$ cat config.mk
export PLATFORM = sky130hd
export DESIGN_NAME = ldc_sequencer
export DESIGN_NICKNAME = d
export VERILOG_FILES = /design/src/rtl/ldc_pkg.sv /design/src/rtl/ldc_dim_if.sv /design/src/rtl/ldc_dim_mode.sv /design/src/rtl/ldc_sequencer.sv
export SDC_FILE = /design/constraint.sdc
export NUM_CORES = 1
export LEC_CHECK = 0
export BUFFER_PORTS_ARGS = -buffer_cell sky130_fd_sc_hd__buf_4
export CORE_MARGIN = 5
export CORE_UTILIZATION = 49
export CTS_BUF_LIST = sky130_fd_sc_hd__clkbuf_8
export DETAILED_ROUTE_END_ITERATION = 16
export PLACE_DENSITY = 0.7
export SLEW_MARGIN = 20
export SYNTH_ARGS = -nofsm -noshare
export SYNTH_HDL_FRONTEND = slang
export SYNTH_HIERARCHICAL = 1
export SYNTH_SLANG_ARGS = --single-unit
$ cat constraint.sdc
create_clock -name mclk_in -period 5.5 [get_ports mclk_in]
set_clock_uncertainty 0.05 [all_clocks]
set_input_delay 0 -clock mclk_in [delete_from_list [all_inputs] [get_ports mclk_in]]
set_output_delay 0 -clock mclk_in [all_outputs]
set_load 0.05 [all_outputs]
$ cat src/rtl/ldc_pkg.sv
package ldc_pkg;
  // channel count and oscillator rate (40 MHz, 25 ns)
  localparam int LDC_CH      = 4;
  localparam int LDC_CLK_KHZ = 40_000;
  // soft-start time in ms and its cycle count
  localparam int LDC_SOFT_MS  = 100;
  localparam int LDC_SOFT_CYC = LDC_SOFT_MS * LDC_CLK_KHZ;
  // cycles spent sampling for unused channels at power-up
  localparam int LDC_DETECT_CYC = 16;
  // on-pulse bounds in oscillator cycles for feedback choice
  localparam int LDC_SHORT_CYC = 5;
  localparam int LDC_LONG_CYC  = 6;
  // reset values
  localparam logic [3:0] LDC_MASK_RST = 4'h0;
  localparam logic       LDC_MODE_RST = 1'b0;
  // sequencer states
  typedef enum logic [1:0]
  {
    ST_OFF    = 2'b00,
    ST_DETECT = 2'b01,
    ST_SOFT   = 2'b10,
    ST_RUN    = 2'b11
  } ldc_state_e;
endpackage

$ cat src/rtl/ldc_dim_if.sv
`timescale 1ns/1ps
`default_nettype none
// dimming level in, edge and pulse-width mode back
interface ldc_dim_if;
  logic dim;
  logic dim_rise;
  logic short_mode;
  modport src (input dim, output dim_rise, output short_mode);
  modport snk (output dim, input dim_rise, input short_mode);
endinterface
`default_nettype wire

$ cat src/rtl/ldc_dim_mode.sv
`timescale 1ns/1ps
`default_nettype none
module ldc_dim_mode
  import ldc_pkg::*;
#(
  parameter int CNT_W = 4
)
(
  // clock and reset
  input  wire logic mclk_in,
  input  wire logic rst_in,
  // dimming group
  ldc_dim_if.src    dif
);
  initial
  begin
    if (LDC_LONG_CYC >= (1 << CNT_W))
      $error("ldc_dim_mode: CNT_W too small");
  end

  logic [CNT_W-1:0] cnt_ff;
  logic [CNT_W-1:0] nxt_cnt;
  logic             dim_ff;
  logic             rise_ff;
  logic             nxt_rise;
  logic             mode_ff;
  logic             nxt_mode;

  ////////////////////////////////////////////////////////////////
  // count on-pulse cycles; decide mode at the falling edge.
  // a pulse of exactly the short bound keeps the previous mode,
  // which gives a one-cycle hysteresis band against dither
  always_comb
  begin
    nxt_cnt  = cnt_ff;
    nxt_mode = mode_ff;
    nxt_rise = dif.dim & ~dim_ff;
    if (dif.dim)
    begin
      if (!dim_ff)
        nxt_cnt = CNT_W'(1);
      else if (cnt_ff != {CNT_W{1'b1}})
        nxt_cnt = cnt_ff + CNT_W'(1);  // saturates
    end
    else if (dim_ff)
    begin
      if (cnt_ff < CNT_W'(LDC_SHORT_CYC))
        nxt_mode = 1'b1;
      else if (cnt_ff >= CNT_W'(LDC_LONG_CYC))
        nxt_mode = 1'b0;
    end
  end

  always_ff @(posedge mclk_in)
  begin
    if (rst_in)
    begin
      cnt_ff  <= '0;
      dim_ff  <= 1'b0;
      rise_ff <= 1'b0;
      mode_ff <= LDC_MODE_RST;
    end
    else
    begin
      cnt_ff  <= nxt_cnt;
      dim_ff  <= dif.dim;
      rise_ff <= nxt_rise;
      mode_ff <= nxt_mode;
    end
  end

  assign dif.dim_rise   = rise_ff;
  assign dif.short_mode = mode_ff;
endmodule
`default_nettype wire

$ cat src/rtl/ldc_sequencer.sv
// How it works
// - dimming high enables sinks, low disables them
// - dimming low stops switching, detaches amplifier, unless on overvoltage feedback
// - on-pulse under 5 cycles selects overvoltage feedback
// - on-pulse of 6+ cycles selects sink feedback
// - short-pulse mode keeps amplifier attached and switching
// - normal feedback is lowest active sink versus 1V
// - start only when both supply monitors are good
// - enable low shuts everything down
// - detect unused channels before soft-start
// - soft-start on overvoltage feedback, ends at 1V/95%
// - soft-start lasts typically 100 ms
// - 1V sink check only while dimming high
// - after overvoltage, adaptive control at next on-pulse
// - overvoltage stops switching, gate drive low
// - sinks below 300mV leave the minimum detector
// - unused channels never raise the fault flag
// - fault on open, short or overtemperature
// - short and thermal faults self-release
// - open fault latches until enable toggles or a supply drops
// - overtemperature stops converter until it cools
// - short check on each dimming rising edge after detection
// - short threshold strapped high disables shorts
`timescale 1ns/1ps
`default_nettype none
module ldc_sequencer
  import ldc_pkg::*;
#(
  parameter int SOFT_CYC = LDC_SOFT_CYC
)
(
  // clock and reset
  input  wire logic              mclk_in,
  input  wire logic              rst_in,
  // power and enable
  input  wire logic              enable_in,
  input  wire logic              uv_in_ok_in,
  input  wire logic              uv_vcc_ok_in,
  // host dimming
  input  wire logic              dimming_input_in,
  // analog comparator results
  input  wire logic [LDC_CH-1:0] sink_at_return_in,
  input  wire logic [LDC_CH-1:0] sink_below_300_in,
  input  wire logic [LDC_CH-1:0] short_det_in,
  input  wire logic              min_sink_at_1v_in,
  input  wire logic              ovp_reached_in,
  input  wire logic              ovp_95_in,
  input  wire logic              overtemp_in,
  input  wire logic              short_threshold_input_in,
  // converter and channel control
  output logic [LDC_CH-1:0]      sink_enable_out,
  output logic [LDC_CH-1:0]      detector_include_out,
  output logic                   gate_drive_out,
  output logic                   ea_attach_out,
  output logic                   fb_sel_ovp_out,
  // open-drain fault pin
  output logic                   fault_flag_n_out,
  output logic                   fault_flag_oe_out
);
  localparam int TMR_W = $clog2(SOFT_CYC + 1);

  initial
  begin
    if (SOFT_CYC <= LDC_DETECT_CYC)
      $error("ldc_sequencer: SOFT_CYC too small");
  end

  ldc_dim_if dif ();

  assign dif.dim = dimming_input_in;

  ldc_dim_mode ldc_dim_mode_inst
  (
    .mclk_in (mclk_in),
    .rst_in  (rst_in),
    .dif     (dif)
  );

  ////////////////////////////////////////////////////////////////
  // power sequencing
  ldc_state_e       state_ff;
  ldc_state_e       nxt_state;
  logic [TMR_W-1:0] tmr_ff;
  logic [TMR_W-1:0] nxt_tmr;
  logic             pwr_ok;
  logic             soft_done;

  assign pwr_ok = enable_in & uv_in_ok_in & uv_vcc_ok_in;
  // sink 1V only counts while strings are lit
  assign soft_done = (dimming_input_in & min_sink_at_1v_in)
                   | ovp_95_in
                   | (tmr_ff == TMR_W'(SOFT_CYC - 1));

  // next state and timer
  always_comb
  begin
    nxt_state = state_ff;
    nxt_tmr   = tmr_ff + TMR_W'(1);
    if (!pwr_ok)
    begin
      nxt_state = ST_OFF;
      nxt_tmr   = '0;
    end
    else
    begin
      unique case (state_ff)
        ST_OFF:
        begin
          nxt_state = ST_DETECT;
          nxt_tmr   = '0;
        end
        ST_DETECT:
        begin
          if (tmr_ff == TMR_W'(LDC_DETECT_CYC - 1))
          begin
            nxt_state = ST_SOFT;
            nxt_tmr   = '0;
          end
        end
        ST_SOFT:
        begin
          if (soft_done)
            nxt_state = ST_RUN;
        end
        ST_RUN:
          nxt_tmr = tmr_ff;
      endcase
    end
  end

  always_ff @(posedge mclk_in)
  begin
    if (rst_in)
    begin
      state_ff <= ST_OFF;
      tmr_ff   <= '0;
    end
    else
    begin
      state_ff <= nxt_state;
      tmr_ff   <= nxt_tmr;
    end
  end

  ////////////////////////////////////////////////////////////////
  // channel flags: unused, open, shorted, plus latches
  logic [LDC_CH-1:0] unused_ff;
  logic [LDC_CH-1:0] nxt_unused;
  logic [LDC_CH-1:0] open_ff;
  logic [LDC_CH-1:0] nxt_open;
  logic [LDC_CH-1:0] short_ff;
  logic [LDC_CH-1:0] nxt_short;
  logic              ovp_latch_ff;
  logic              nxt_ovp_latch;
  logic              ovp_hold_ff;
  logic              nxt_ovp_hold;
  logic              run;
  logic              ovp_evt;

  assign run     = (state_ff == ST_SOFT) | (state_ff == ST_RUN);
  assign ovp_evt = run & ovp_reached_in;

  // everything clears in the off state, so an enable toggle
  // or a supply drop is what releases the open latch
  always_comb
  begin
    nxt_unused    = unused_ff;
    nxt_open      = open_ff;
    nxt_short     = short_ff;
    nxt_ovp_latch = ovp_latch_ff;
    nxt_ovp_hold  = ovp_hold_ff;
    if (state_ff == ST_OFF)
    begin
      nxt_unused    = LDC_MASK_RST;
      nxt_open      = LDC_MASK_RST;
      nxt_short     = LDC_MASK_RST;
      nxt_ovp_latch = 1'b0;
      nxt_ovp_hold  = 1'b0;
    end
    else
    begin
      if (state_ff == ST_DETECT)
        nxt_unused = unused_ff | sink_at_return_in;
      if (ovp_evt)
      begin
        nxt_open      = open_ff | (sink_below_300_in & ~unused_ff);
        nxt_ovp_latch = 1'b1;
      end
      // a fresh overvoltage outranks the edge that would release
      if (ovp_evt)
        nxt_ovp_hold = 1'b1;
      else if (dif.dim_rise)
        nxt_ovp_hold = 1'b0;
      // shorts are judged only once detection is over; an earlier
      // edge could flag a channel that is later found unused
      if (short_threshold_input_in)
        nxt_short = LDC_MASK_RST;
      else if (dif.dim_rise && run)
        nxt_short = short_det_in & ~unused_ff & ~open_ff;
    end
  end

  always_ff @(posedge mclk_in)
  begin
    if (rst_in)
    begin
      unused_ff    <= LDC_MASK_RST;
      open_ff      <= LDC_MASK_RST;
      short_ff     <= LDC_MASK_RST;
      ovp_latch_ff <= 1'b0;
      ovp_hold_ff  <= 1'b0;
    end
    else
    begin
      unused_ff    <= nxt_unused;
      open_ff      <= nxt_open;
      short_ff     <= nxt_short;
      ovp_latch_ff <= nxt_ovp_latch;
      ovp_hold_ff  <= nxt_ovp_hold;
    end
  end

  ////////////////////////////////////////////////////////////////
  // registered outputs
  logic [LDC_CH-1:0] sink_en_ff;
  logic [LDC_CH-1:0] nxt_sink_en;
  logic [LDC_CH-1:0] incl_ff;
  logic [LDC_CH-1:0] nxt_incl;
  logic              sw_ff;
  logic              nxt_sw;
  logic              fb_ovp_ff;
  logic              nxt_fb_ovp;
  logic              fault_ff;
  logic              nxt_fault;

  always_comb
  begin
    // soft-start, short pulses and the post-overvoltage clamp
    // all regulate on the overvoltage sense
    nxt_fb_ovp = (state_ff == ST_SOFT) | dif.short_mode | ovp_hold_ff;
    nxt_incl   = ~unused_ff & ~open_ff & ~short_ff;
    nxt_sink_en = {LDC_CH{dimming_input_in & run}} & nxt_incl;
    // converter idles in the dark unless on overvoltage sense
    nxt_sw = run & ~overtemp_in
           & (dimming_input_in | nxt_fb_ovp);
    nxt_fault = ovp_latch_ff | (|short_ff) | overtemp_in;
  end

  always_ff @(posedge mclk_in)
  begin
    if (rst_in)
    begin
      sink_en_ff <= LDC_MASK_RST;
      incl_ff    <= LDC_MASK_RST;
      sw_ff      <= 1'b0;
      fb_ovp_ff  <= 1'b0;
      fault_ff   <= 1'b0;
    end
    else
    begin
      sink_en_ff <= nxt_sink_en;
      incl_ff    <= nxt_incl;
      sw_ff      <= nxt_sw;
      fb_ovp_ff  <= nxt_fb_ovp;
      fault_ff   <= nxt_fault;
    end
  end

  assign sink_enable_out      = sink_en_ff;
  assign detector_include_out = incl_ff;
  assign ea_attach_out        = sw_ff;
  assign fb_sel_ovp_out       = fb_ovp_ff;
  // comparators cut the gate at once, not a cycle later
  assign gate_drive_out = sw_ff & ~ovp_reached_in & ~overtemp_in;
  assign fault_flag_n_out  = 1'b0;  // pulls low only when enabled
  assign fault_flag_oe_out = fault_ff;
endmodule
`default_nettype wire

==> results.yml, run 1 <==
status:
  outcome: "finished, final reports clean"
routing:
  route.detailed.wl_per_inst_um: 13.6
  drt-total-wl_mm: 5.46
  vias: 2106
  drt_iter0_markers: 121
  viasPerCell: 5.24
  first_pass_iters: 4
  route.detailed.drc: 0
  final_antenna_net_count: 0
logic_synthesis:
  synth_area_mm2: 0.00251
  syn_nets: 315
  seq_area_frac_synth: 0.447
  synth_area_leaders: "dfxtp_1 (45%), nor2_1 (6.0%), ha_1 (4.5%)"
  synth_top_area_cell: "dfxtp_1"
  syn_avg_cell_area_um2: 8.86
  synth_top_cell_area_share: 0.447
  ys_ff_latch: 56
  synth_edf_count: 0
  ys_async_sr_fraction: 0
  yosys_warnings: 6
  synth_cell_types: 51
  syn_inst: 283
  ys_dominant_reg_cell: "dfxtp_1"
floorplanning:
  ios: 36
  core_area_mm2: 0.00504
  rows: 26
  die_w_um: 81.5
  fp.dieArea_mm2: 0.00664
  fp.dieH_um: 81.5
  start_util: 0.497
clocking:
  cts_root_buf: "clkbuf_8"
  clock_latency_ns: 0.31
  cts_buffer_depth: 2
  cts-htree-levels: 2
  cts_tree: "built"
  path_clk_slew_ns: 0.10
  cts.sinks: 56
  cts_buffers: 5
worst_setup_path:
  crit_path_end_kind: "flip-flop"
  required_ns: 5.62
  critPathLaunchType: "flip-flop"
  cp_max_fo: 16
  worstSetupPathType: "reg2reg"
  critical_path_arrival_ns: 2.39
placement:
  numPortBuffers: 34
  place_area_mm2: 0.00281
  dp_hpwl_mm: 3.87
  place.gp.congestion: 0.786
  placed_cells: 380
power_and_ir_drop:
  power_frac_clock: 0.365
  internal_power_w: 0.000575
  power_density_mw_per_mm2: 242
  seqPwrFrac: 0.559
  p_sw_frac: 0.225
  netSwitchingPower_w: 0.000167
  vdd_drop_max_v: 0.000122
  power_frac_comb: 0.076
  p_leak_nw: 1.09
timing:
  rsz0062_at_grt: "false"
  hold_viol: 0
  relSlewSlack: 0.540
  slew_violations: 0
  period_needed_ns: 2.27
  setup_violations: 0
  min_period_over_period: 0.412
  tightest_slew_ns: 0.689
  fmax_mhz: 441
  fin_setup_tns_ns: 0
grt:
  grt_pass1_wl_mm: 9.11
  use_met2: 0.292
  antenna_found_initial: 0
  grt_pass1_vias: 1962
  grt_max_degree: 19
  busiest_layer: "met2"
  grt_use_met1: 0.231
  overflow: 0
  use_met3: 0.0263
  grt.total_usage: 0.176
cells_and_area:
  seqCellArea_mm2: 0.00112
  drive_above_1_share: 0.151
  area_delta_synth_final_pct: 22.5
  multi_input_area_mm2: 0.00129
  postLayoutCellArea_mm2: 0.00307
  fillers: 455
  nets: 363
  fin_cells: 402
  diodes: 0
hold_path:
  hold_path.class: "in2reg"
flow_run:
  max-cap-violations: 0
==> worst max-delay path, cell delays in order (launching register included) <==
cell and delay, ns:
dfxtp_1 0.35, inv_1 0.10, ha_1 0.30, nor3b_1 0.22, nand4_1 0.16, o21a_1 0.27, o21ai_2 0.56, nor2_1 0.11
==> kinds of logic (layout without fill, tap and decap cells) <==
family	count (synthesis)	count (layout)	synth area share
and+or+nand+nor	135	135	0.305
DFF	56	56	0.447
AOI/OAI and AO/OA	43	43	0.105
buffers and inverters	22	71	0.0364
xor gates and xnor gates	16	16	0.0559
adders and majority gates	9	9	0.0449
other	1	1	0.00150
muxes	1	1	0.00399
==> timing repair <==
action	CTS	global route
setup endpoints to repair	0	0
setup buffers	0	0
hold endpoints to repair	24	0
resized for setup	0	0
hold buffers	14	0
==> final cells by class <==
cell class / count / area share
inverter: 15 / 0.0183
multi-input combinational: 205 / 0.422
timing repair buffer: 48 / 0.129
clock inverter: 3 / 0.0151
clock buffer: 5 / 0.0224
tap: 70 / 0.0285
sequential: 56 / 0.365
==> power by group through the flow <==
stage	Sequential, W	Clock (W)	Combinational, W
after floorplan	0.000433	0	0.0000181
after CTS	0.000415	0.000278	0.0000566
after global routing	0.000416	0.000294	0.0000611
final	0.000415	0.000271	0.0000566
after global placement	0.000424	0	0.0000493
after detailed placement	0.000424	0	0.0000496
==> worst paths after layout <==
| kind | cells after the start | slack [ns] | from | end |
|---|---|---|---|---|
| worst max-delay path | 7 | 3.23 | state_ff[1] | tmr_ff[15] |
| worst min-delay path | 4 | 0.07 | short_det_in[3] | short_ff[3] |
| worst max register to register | 7 | 3.23 | state_ff[1] | tmr_ff[15] |
| worst min register to register | 1 | 0.42 | open_ff[3] | detector_include_out[3] |
==> layout by cell type (no fill, tap or decap), types with 2 or more instances in the layout <==
| cell | synthesis | routed |
|---|---|---|
| a21oi_1 | 17 | 17 |
| a31oi_1 | 7 | 7 |
| and2_1 | 2 | 2 |
| and3_1 | 5 | 5 |
| and4_1 | 2 | 2 |
| buf_4 | 2 | 34 |
| clkbuf_8 | 0 | 5 |
| dfxtp_1 | 56 | 56 |
| dlygate4sd3_1 | 0 | 14 |
| ha_1 | 9 | 9 |
| inv_1 | 15 | 15 |
| nand2_1 | 19 | 19 |
| nand2b_1 | 2 | 2 |
| nand3_1 | 9 | 9 |
| nand3b_1 | 2 | 2 |
| nand4_1 | 8 | 8 |
| nand4b_1 | 3 | 3 |
| nor2_1 | 40 | 40 |
| nor2b_1 | 5 | 5 |
| nor3_1 | 8 | 8 |
| nor3b_1 | 2 | 2 |
| nor4_1 | 8 | 8 |
| nor4b_1 | 4 | 4 |
| o21a_1 | 2 | 2 |
| o21ai_0 | 6 | 6 |
| o21ai_1 | 2 | 2 |
| or3_1 | 3 | 3 |
| or4_1 | 3 | 3 |
| xnor2_1 | 9 | 9 |
| xor2_1 | 7 | 7 |
==> cell usage after synthesis, types with 2 or more instances <==
master,instances
nor4b_1,4
inv_1,15
o21ai_1,2
or3_1,3
nor2b_1,5
dfxtp_1,56
nor4_1,8
nand3b_1,2
nor3_1,8
ha_1,9
nor2_1,40
a31oi_1,7
and3_1,5
nand2_1,19
xnor2_1,9
buf_4,2
o21a_1,2
nand4b_1,3
a21oi_1,17
nand2b_1,2
or4_1,3
xor2_1,7
clkbuf_1,4
nor3b_1,2
and2_1,2
nand3_1,9
nand4_1,8
and4_1,2
o21ai_0,6
==> metrics by stage <==
step / hold slack (ns) / worst slack [ns] / util / total power, W
after floorplan: 0.0167 / 3.62 / - / 0.000451
after global placement: 0.152 / 3.34 / 0.558 / 0.000474
after detailed placement: 0.149 / 3.25 / 0.558 / 0.000474
after CTS: 0.0599 / 3.22 / 0.609 / 0.000750
after global routing: 0.0690 / 3.05 / 0.609 / 0.000770
final: 0.0656 / 3.23 / 0.609 / 0.000742
==> layer usage <==
layer | part of all wire | wire length [µm]
met3 | 0.037 | 204
met4 | 0.0093 | 51
met2 | 0.48 | 2600
met1 | 0.48 | 2610
met5 | 0 | 0
==> sequential cells by signal, indices dropped and copies added, names as in the netlist <==
register                          count
ovp_hold_ff                           1
state_ff                              2
unused_ff                             4
ea_attach_out                         1
tmr_ff                               22
fb_sel_ovp_out                        1
ldc_dim_mode_inst/dim_ff              1
ldc_dim_mode_inst/cnt_ff              4
open_ff                               4
ldc_dim_mode_inst/dif.short_mode      1
fault_flag_oe_out                     1
short_ff                              4
sink_enable_out                       4
detector_include_out                  4
ldc_dim_mode_inst/dif.dim_rise        1
ovp_latch_ff                          1
Power figures use the tool's default switching activity.
==> run 2, diff against run 1 <==
Settings changed: PLACE_DENSITY 0.7 to 0.73.
Clock period 5.5 ns to 1.9 ns, I/O delays scaled along.
==> results.yml, run 2 (synthesized netlist as in run 1, its figures left out) <==
power_and_ir_drop:
  vdd_drop_max_v: 0.000511
  power_frac_comb: 0.084
  p_leak_nw: 1.16
  netSwitchingPower_w: 0.000475
  power_frac_clock: 0.318
  power_density_mw_per_mm2: 628
  p_sw_frac: 0.236
  internal_power_w: 0.00153
  seqPwrFrac: 0.598
placement:
  placed_cells: 393
  pre_cts_ws_ns: -0.0392
  numPortBuffers: 34
  dp_hpwl_mm: 3.97
  place_area_mm2: 0.00292
  place.gp.congestion: 0.849
timing:
  setup_ws_ns: 0.0750
  setup_violations: 0
  fmax_mhz: 548
  fin_setup_tns_ns: 0
  rsz0062_at_grt: "false"
  period_needed_ns: 1.82
  slew_violations: 0
  hold_viol: 0
  min_period_over_period: 0.961
floorplanning:
  fp.dieArea_mm2: 0.00664
  rows: 26
  start_util: 0.497
  die_w_um: 81.5
  ios: 36
  fp.dieH_um: 81.5
  core_area_mm2: 0.00504
clocking:
  cts_tree: "built"
  cts_buffer_depth: 2
  clock_latency_ns: 0.30
  cts_buffers: 5
  cts_root_buf: "clkbuf_8"
  path_clk_slew_ns: 0.10
  cts.sinks: 56
  cts-htree-levels: 2
grt:
  antenna_found_initial: 0
  grt_max_degree: 19
  grt_pass1_vias: 2111
  grt.total_usage: 0.179
  overflow: 0
  grt_pass1_wl_mm: 9.38
routing:
  vias: 2223
  route.detailed.drc: 0
  drt_iter0_markers: 130
  viasPerCell: 5.34
  route.detailed.wl_per_inst_um: 13.3
  first_pass_iters: 4
  drt-total-wl_mm: 5.53
  final_antenna_net_count: 0
cells_and_area:
  fillers: 435
  seqCellArea_mm2: 0.00112
  layout_commonest_cell: "dfxtp_1"
  largest_reg_flops: 22
  layout_common_cells: "dfxtp_1 (53), buf_4 (47), nor2_1 (40)"
  postLayoutCellArea_mm2: 0.00320
  multi_input_area_mm2: 0.00133
  drive_above_1_share: 0.208
  fin_cells: 416
  diodes: 0
  area_delta_synth_final_pct: 27.6
  top_register: "tmr_ff"
  nets: 377
hold_path:
  holdPathEnd: "short_ff[3]"
  hold_path.class: "in2reg"
  holdPathStages: 4
  hp-start: "short_det_in[3]"
worst_setup_path:
  reg2reg_to: "state_ff[0]"
  reg2reg_depth: 6
  cp_max_fo: 4
  critPathLaunchType: "flip-flop"
  required_ns: 2.07
  regToRegSetupSlack_ns: 0.08
  r2r_start: "tmr_ff[0]"
  worstSetupPathType: "reg2reg"
  crit_path_end_kind: "flip-flop"
  critical_path_arrival_ns: 1.99
flow_run:
  max-cap-violations: 0
status:
  outcome: "finished, final reports clean"
-- run 2: how the worst max path moves through the flow --
stage / from / end / slack, ns / cells after the start
floorplan: ea_attach_out / gate_drive_out / 0.02 / 1
global placement: state_ff[1] / tmr_ff[2] / 0.11 / 7
detailed placement: state_ff[1] / state_ff[0] / -0.04 / 7
CTS: state_ff[1] / state_ff[0] / 0.003 / 7
global route: tmr_ff[0] / state_ff[0] / 0.005 / 6
finish: tmr_ff[0] / state_ff[0] / 0.08 / 6
-- run 2: critical path: stages, from the launching register on --
cell,delay [ns]
dfxtp_1,0.35
ha_1,0.20
and3_1,0.23
nand4_1,0.11
o2111a_1,0.25
or4_1,0.47
o31ai_1,0.08
-- run 2: through the flow --
stage / hold WS (ns) / util / total power (W)
final: 0.0623 / 0.634 / 0.00201
after floorplan: 0.0167 / - / 0.00131
after global placement: 0.149 / 0.580 / 0.00137
after global routing: 0.0608 / 0.634 / 0.00210
after detailed placement: 0.143 / 0.580 / 0.00137
after CTS: 0.0580 / 0.627 / 0.00203
-- run 2: area by class of cell --
type	count	area share
Multi-Input combinational cell	205	0.415
Sequential cell	56	0.352
Timing Repair Buffer	62	0.160
Tap cell	70	0.0274
Clock buffer	5	0.0215
Inverter	15	0.0176
Clock inverter	3	0.00665
-- run 2: power groups by stage --
stage	combinational [W]	clock [W]	sequential, W
2_1_floorplan	0.0000525	0	0.00125
3_3_place_gp	0.000145	0	0.00123
3_5_place_dp	0.000146	0	0.00123
4_1_cts	0.000167	0.000665	0.00120
5_1_grt	0.000181	0.000713	0.00120
6_report	0.000168	0.000640	0.00120
-- run 2: layer usage --
layer | up-vias | global-route usage | wire (µm) | part of all wire
li1 | 1125 | - | - | -
met1 | 1052 | 0.213 | 2430 | 0.44
met2 | 36 | 0.314 | 2790 | 0.50
met3 | 10 | 0.0395 | 218 | 0.039
met4 | 0 | 0.0659 | 93 | 0.017
met5 | - | 0 | 0 | 0
-- run 2: timing repair --
item / CTS / global route
hold buffers: 14 / 0
pin swaps: 0 / 3
resized for setup: 2 / 8
endpoints found under the setup margin: 18 / 21
buffers inserted: 0 / 1
hold endpoints to repair: 24 / 0
==> run 3, diff against run 2 <==
Settings changed: ABC_AREA set to 1, PLACE_DENSITY 0.73 to 0.72, RECOVER_POWER set to 100.
==> results.yml, run 3 <==
clocking:
  cts_root_buf: "clkbuf_8"
  path_clk_slew_ns: 0.11
  cts.sinks: 56
  cts_tree: "built"
  cts_setup_buffers: 0
  cts_buffers: 5
  clock_latency_ns: 0.32
  cts_buffer_depth: 2
  cts-htree-levels: 2
floorplanning:
  core_area_mm2: 0.00544
  die_w_um: 84.2
  fp.dieArea_mm2: 0.00709
  ios: 36
  start_util: 0.496
  rows: 27
  fp.dieH_um: 84.2
logic_synthesis:
  ys_async_sr_fraction: 0
  syn_nets: 413
  syn_inst: 381
  synth_area_mm2: 0.00270
  seq_area_frac_synth: 0.415
  yosysMostFrequentCell: "nand2_1"
  ys_ff_latch: 56
  synth_cell_types: 36
  yosys_warnings: 6
  synth_edf_count: 0
  ys_dominant_reg_cell: "dfxtp_1"
  syn_avg_cell_area_um2: 7.08
  synth_top_area_cell: "dfxtp_1"
  synthTopCellsByCount: "nand2_1 (81), nor2_1 (73), dfxtp_1 (56)"
  synth_area_leaders: "dfxtp_1 (42%), nand2_1 (11%), nor2_1 (10%)"
  synth_top_cell_area_share: 0.415
power_and_ir_drop:
  power_density_mw_per_mm2: 632
  internal_power_w: 0.00155
  p_leak_nw: 1.44
  power_frac_comb: 0.081
  seqPwrFrac: 0.578
  vdd_drop_max_v: 0.000343
  power_frac_clock: 0.341
  p_sw_frac: 0.254
  total_power_w: 0.00207
  netSwitchingPower_w: 0.000527
cells_and_area:
  top_register: "tmr_ff"
  nets: 470
  largest_reg_flops: 22
  diodes: 0
  layout_common_cells: "nand2_1 (81), nor2_1 (73), dfxtp_1 (56)"
  fillers: 494
  postLayoutCellArea_mm2: 0.00328
  fin_cells: 511
  drive_above_1_share: 0.116
  area_delta_synth_final_pct: 21.6
  layout_commonest_cell: "nand2_1"
  seqCellArea_mm2: 0.00112
  multi_input_area_mm2: 0.00133
status:
  outcome: "finished, final reports clean"
grt:
  grt_pass1_vias: 2484
  overflow: 0
  antenna_found_initial: 0
  grt_pass1_wl_mm: 10.5
  grt.total_usage: 0.175
  grt_max_degree: 23
timing:
  slew_violations: 0
  fin_setup_tns_ns: 0
  min_period_over_period: 0.931
  hold_viol: 0
  setup_violations: 0
  relSlewSlack: 0.402
  tightest_slew_ns: 0.897
  rsz0062_at_grt: "false"
  period_needed_ns: 1.77
  fmax_mhz: 565
placement:
  placed_cells: 484
  dp_hpwl_mm: 4.30
  place_area_mm2: 0.00304
  numPortBuffers: 34
  place.gp.congestion: 0.874
worst_setup_path:
  path_cells: "ha_1 > nand2_1 > inv_2 > nand2_4 > nand2_4 > nand2_2 > a21oi_2 > dlygate4sd3_1"
  crit_path_end_kind: "flip-flop"
  worstSetupPathType: "reg2reg"
  slowest_delay_ns: 0.55
  regToRegSetupSlack_ns: 0.13
  r2r_start: "ldc_dim_mode_inst/cnt_ff[1]"
  reg2reg_to: "ldc_dim_mode_inst/cnt_ff[1]"
  critPathBufInv: 2
  critical_path_arrival_ns: 1.99
  crit_family: "buffers and inverters"
  reg2reg_depth: 8
  worst_path_most_repeated_cell: "nand2_4"
  critPathLaunchType: "flip-flop"
  cp_max_fo: 5
  slowest_stage: "dlygate4sd3_1"
  required_ns: 2.12
routing:
  vias: 2491
  drt-total-wl_mm: 5.79
  drt_iter0_markers: 112
  viasPerCell: 4.87
  first_pass_iters: 4
  final_antenna_net_count: 0
  route.detailed.drc: 0
  route.detailed.wl_per_inst_um: 11.3
hold_path:
  holdPathStages: 5
  hold_path.class: "in2reg"
  holdPathEnd: "state_ff[0]"
  hp-start: "uv_vcc_ok_in"
flow_run:
  max-cap-violations: 0
==> run 3: cell types whose count changed after synthesis, moves of 5 or more <==
cell and delta:
nand3_1 +12, nor2_1 +33, nor2b_1 -5, a21oi_1 -8
nand2_1 +62, xnor2_1 -6, inv_1 +34, inv_2 +7
and3_1 -5
==> run 3: layout make-up <==
| type | count | share of cell area |
|---|---|---|
| Sequential cell | 56 | 0.342 |
| Clock inverter | 3 | 0.00877 |
| Clock buffer | 5 | 0.0210 |
| Inverter | 57 | 0.0656 |
| Timing Repair Buffer | 56 | 0.132 |
| Tap cell | 72 | 0.0274 |
| Multi-Input combinational cell | 262 | 0.404 |
==> run 3: logic make-up after synthesis <==
kind of cell,share of synthesized area
flops,0.415
xor+xnor,0.0325
compound gates,0.0686
other cells,0.00139
fa+ha+maj,0.0417
mux,0.00371
buf+inv,0.0932
simple gates,0.344
==> run 3: worst max path at each step <==
stage	from	endpoint	slack, ns	cells past startpoint
floorplan	state_ff[0]	short_ff[0]	0.38	6
global placement	state_ff[0]	short_ff[1]	0.27	6
detailed placement	state_ff[0]	short_ff[0]	0.13	6
CTS	state_ff[0]	short_ff[0]	0.12	6
global route	state_ff[0]	short_ff[0]	0.02	6
finish	ldc_dim_mode_inst/cnt_ff[1]	ldc_dim_mode_inst/cnt_ff[1]	0.13	8
==> run 3: worst min-delay path, cell delays in order <==
cell and delay, ns:
buf_4 0.11, nand3_1 0.08, nor2_1 0.07, nand2_1 0.07
nor2_1 0.03
==> run 3: through the flow <==
step	setup WS [ns]	hold WS (ns)	utilization
finish	0.131	0.0319	0.603
CTS	0.123	0.00571	0.612
global placement	0.267	0.199	0.559
floorplan	0.377	0.0124	-
detailed placement	0.134	0.204	0.559
global route	0.0213	0.0424	0.603
==> run 3: power groups by stage <==
| stage | Sequential, W | Combinational [W] | Clock (W) |
|---|---|---|---|
| global placement | 0.00122 | 0.000142 | 0 |
| detailed placement | 0.00122 | 0.000143 | 0 |
| global route | 0.00120 | 0.000183 | 0.000786 |
| floorplan | 0.00125 | 0.0000539 | 0 |
| CTS | 0.00120 | 0.000173 | 0.000735 |
| finish | 0.00120 | 0.000168 | 0.000708 |
==> run 3: routing by layer <==
| layer | GRT usage | share of wire | wire length, µm | up-vias |
|---|---|---|---|---|
| met3 | 0.0314 | 0.041 | 240 | 4 |
| met1 | 0.208 | 0.45 | 2610 | 1103 |
| met4 | 0.0585 | 0.0066 | 38 | 0 |
| met5 | 0 | 0 | 0 | - |
| met2 | 0.316 | 0.50 | 2900 | 65 |
| li1 | - | - | - | 1319 |
==> run 3: timing repair <==
action                                  CTS  global route
endpoints found under the setup margin    0             2
endpoints found under the hold margin    30             0
resized for setup                         0             1
hold buffers                             19             0
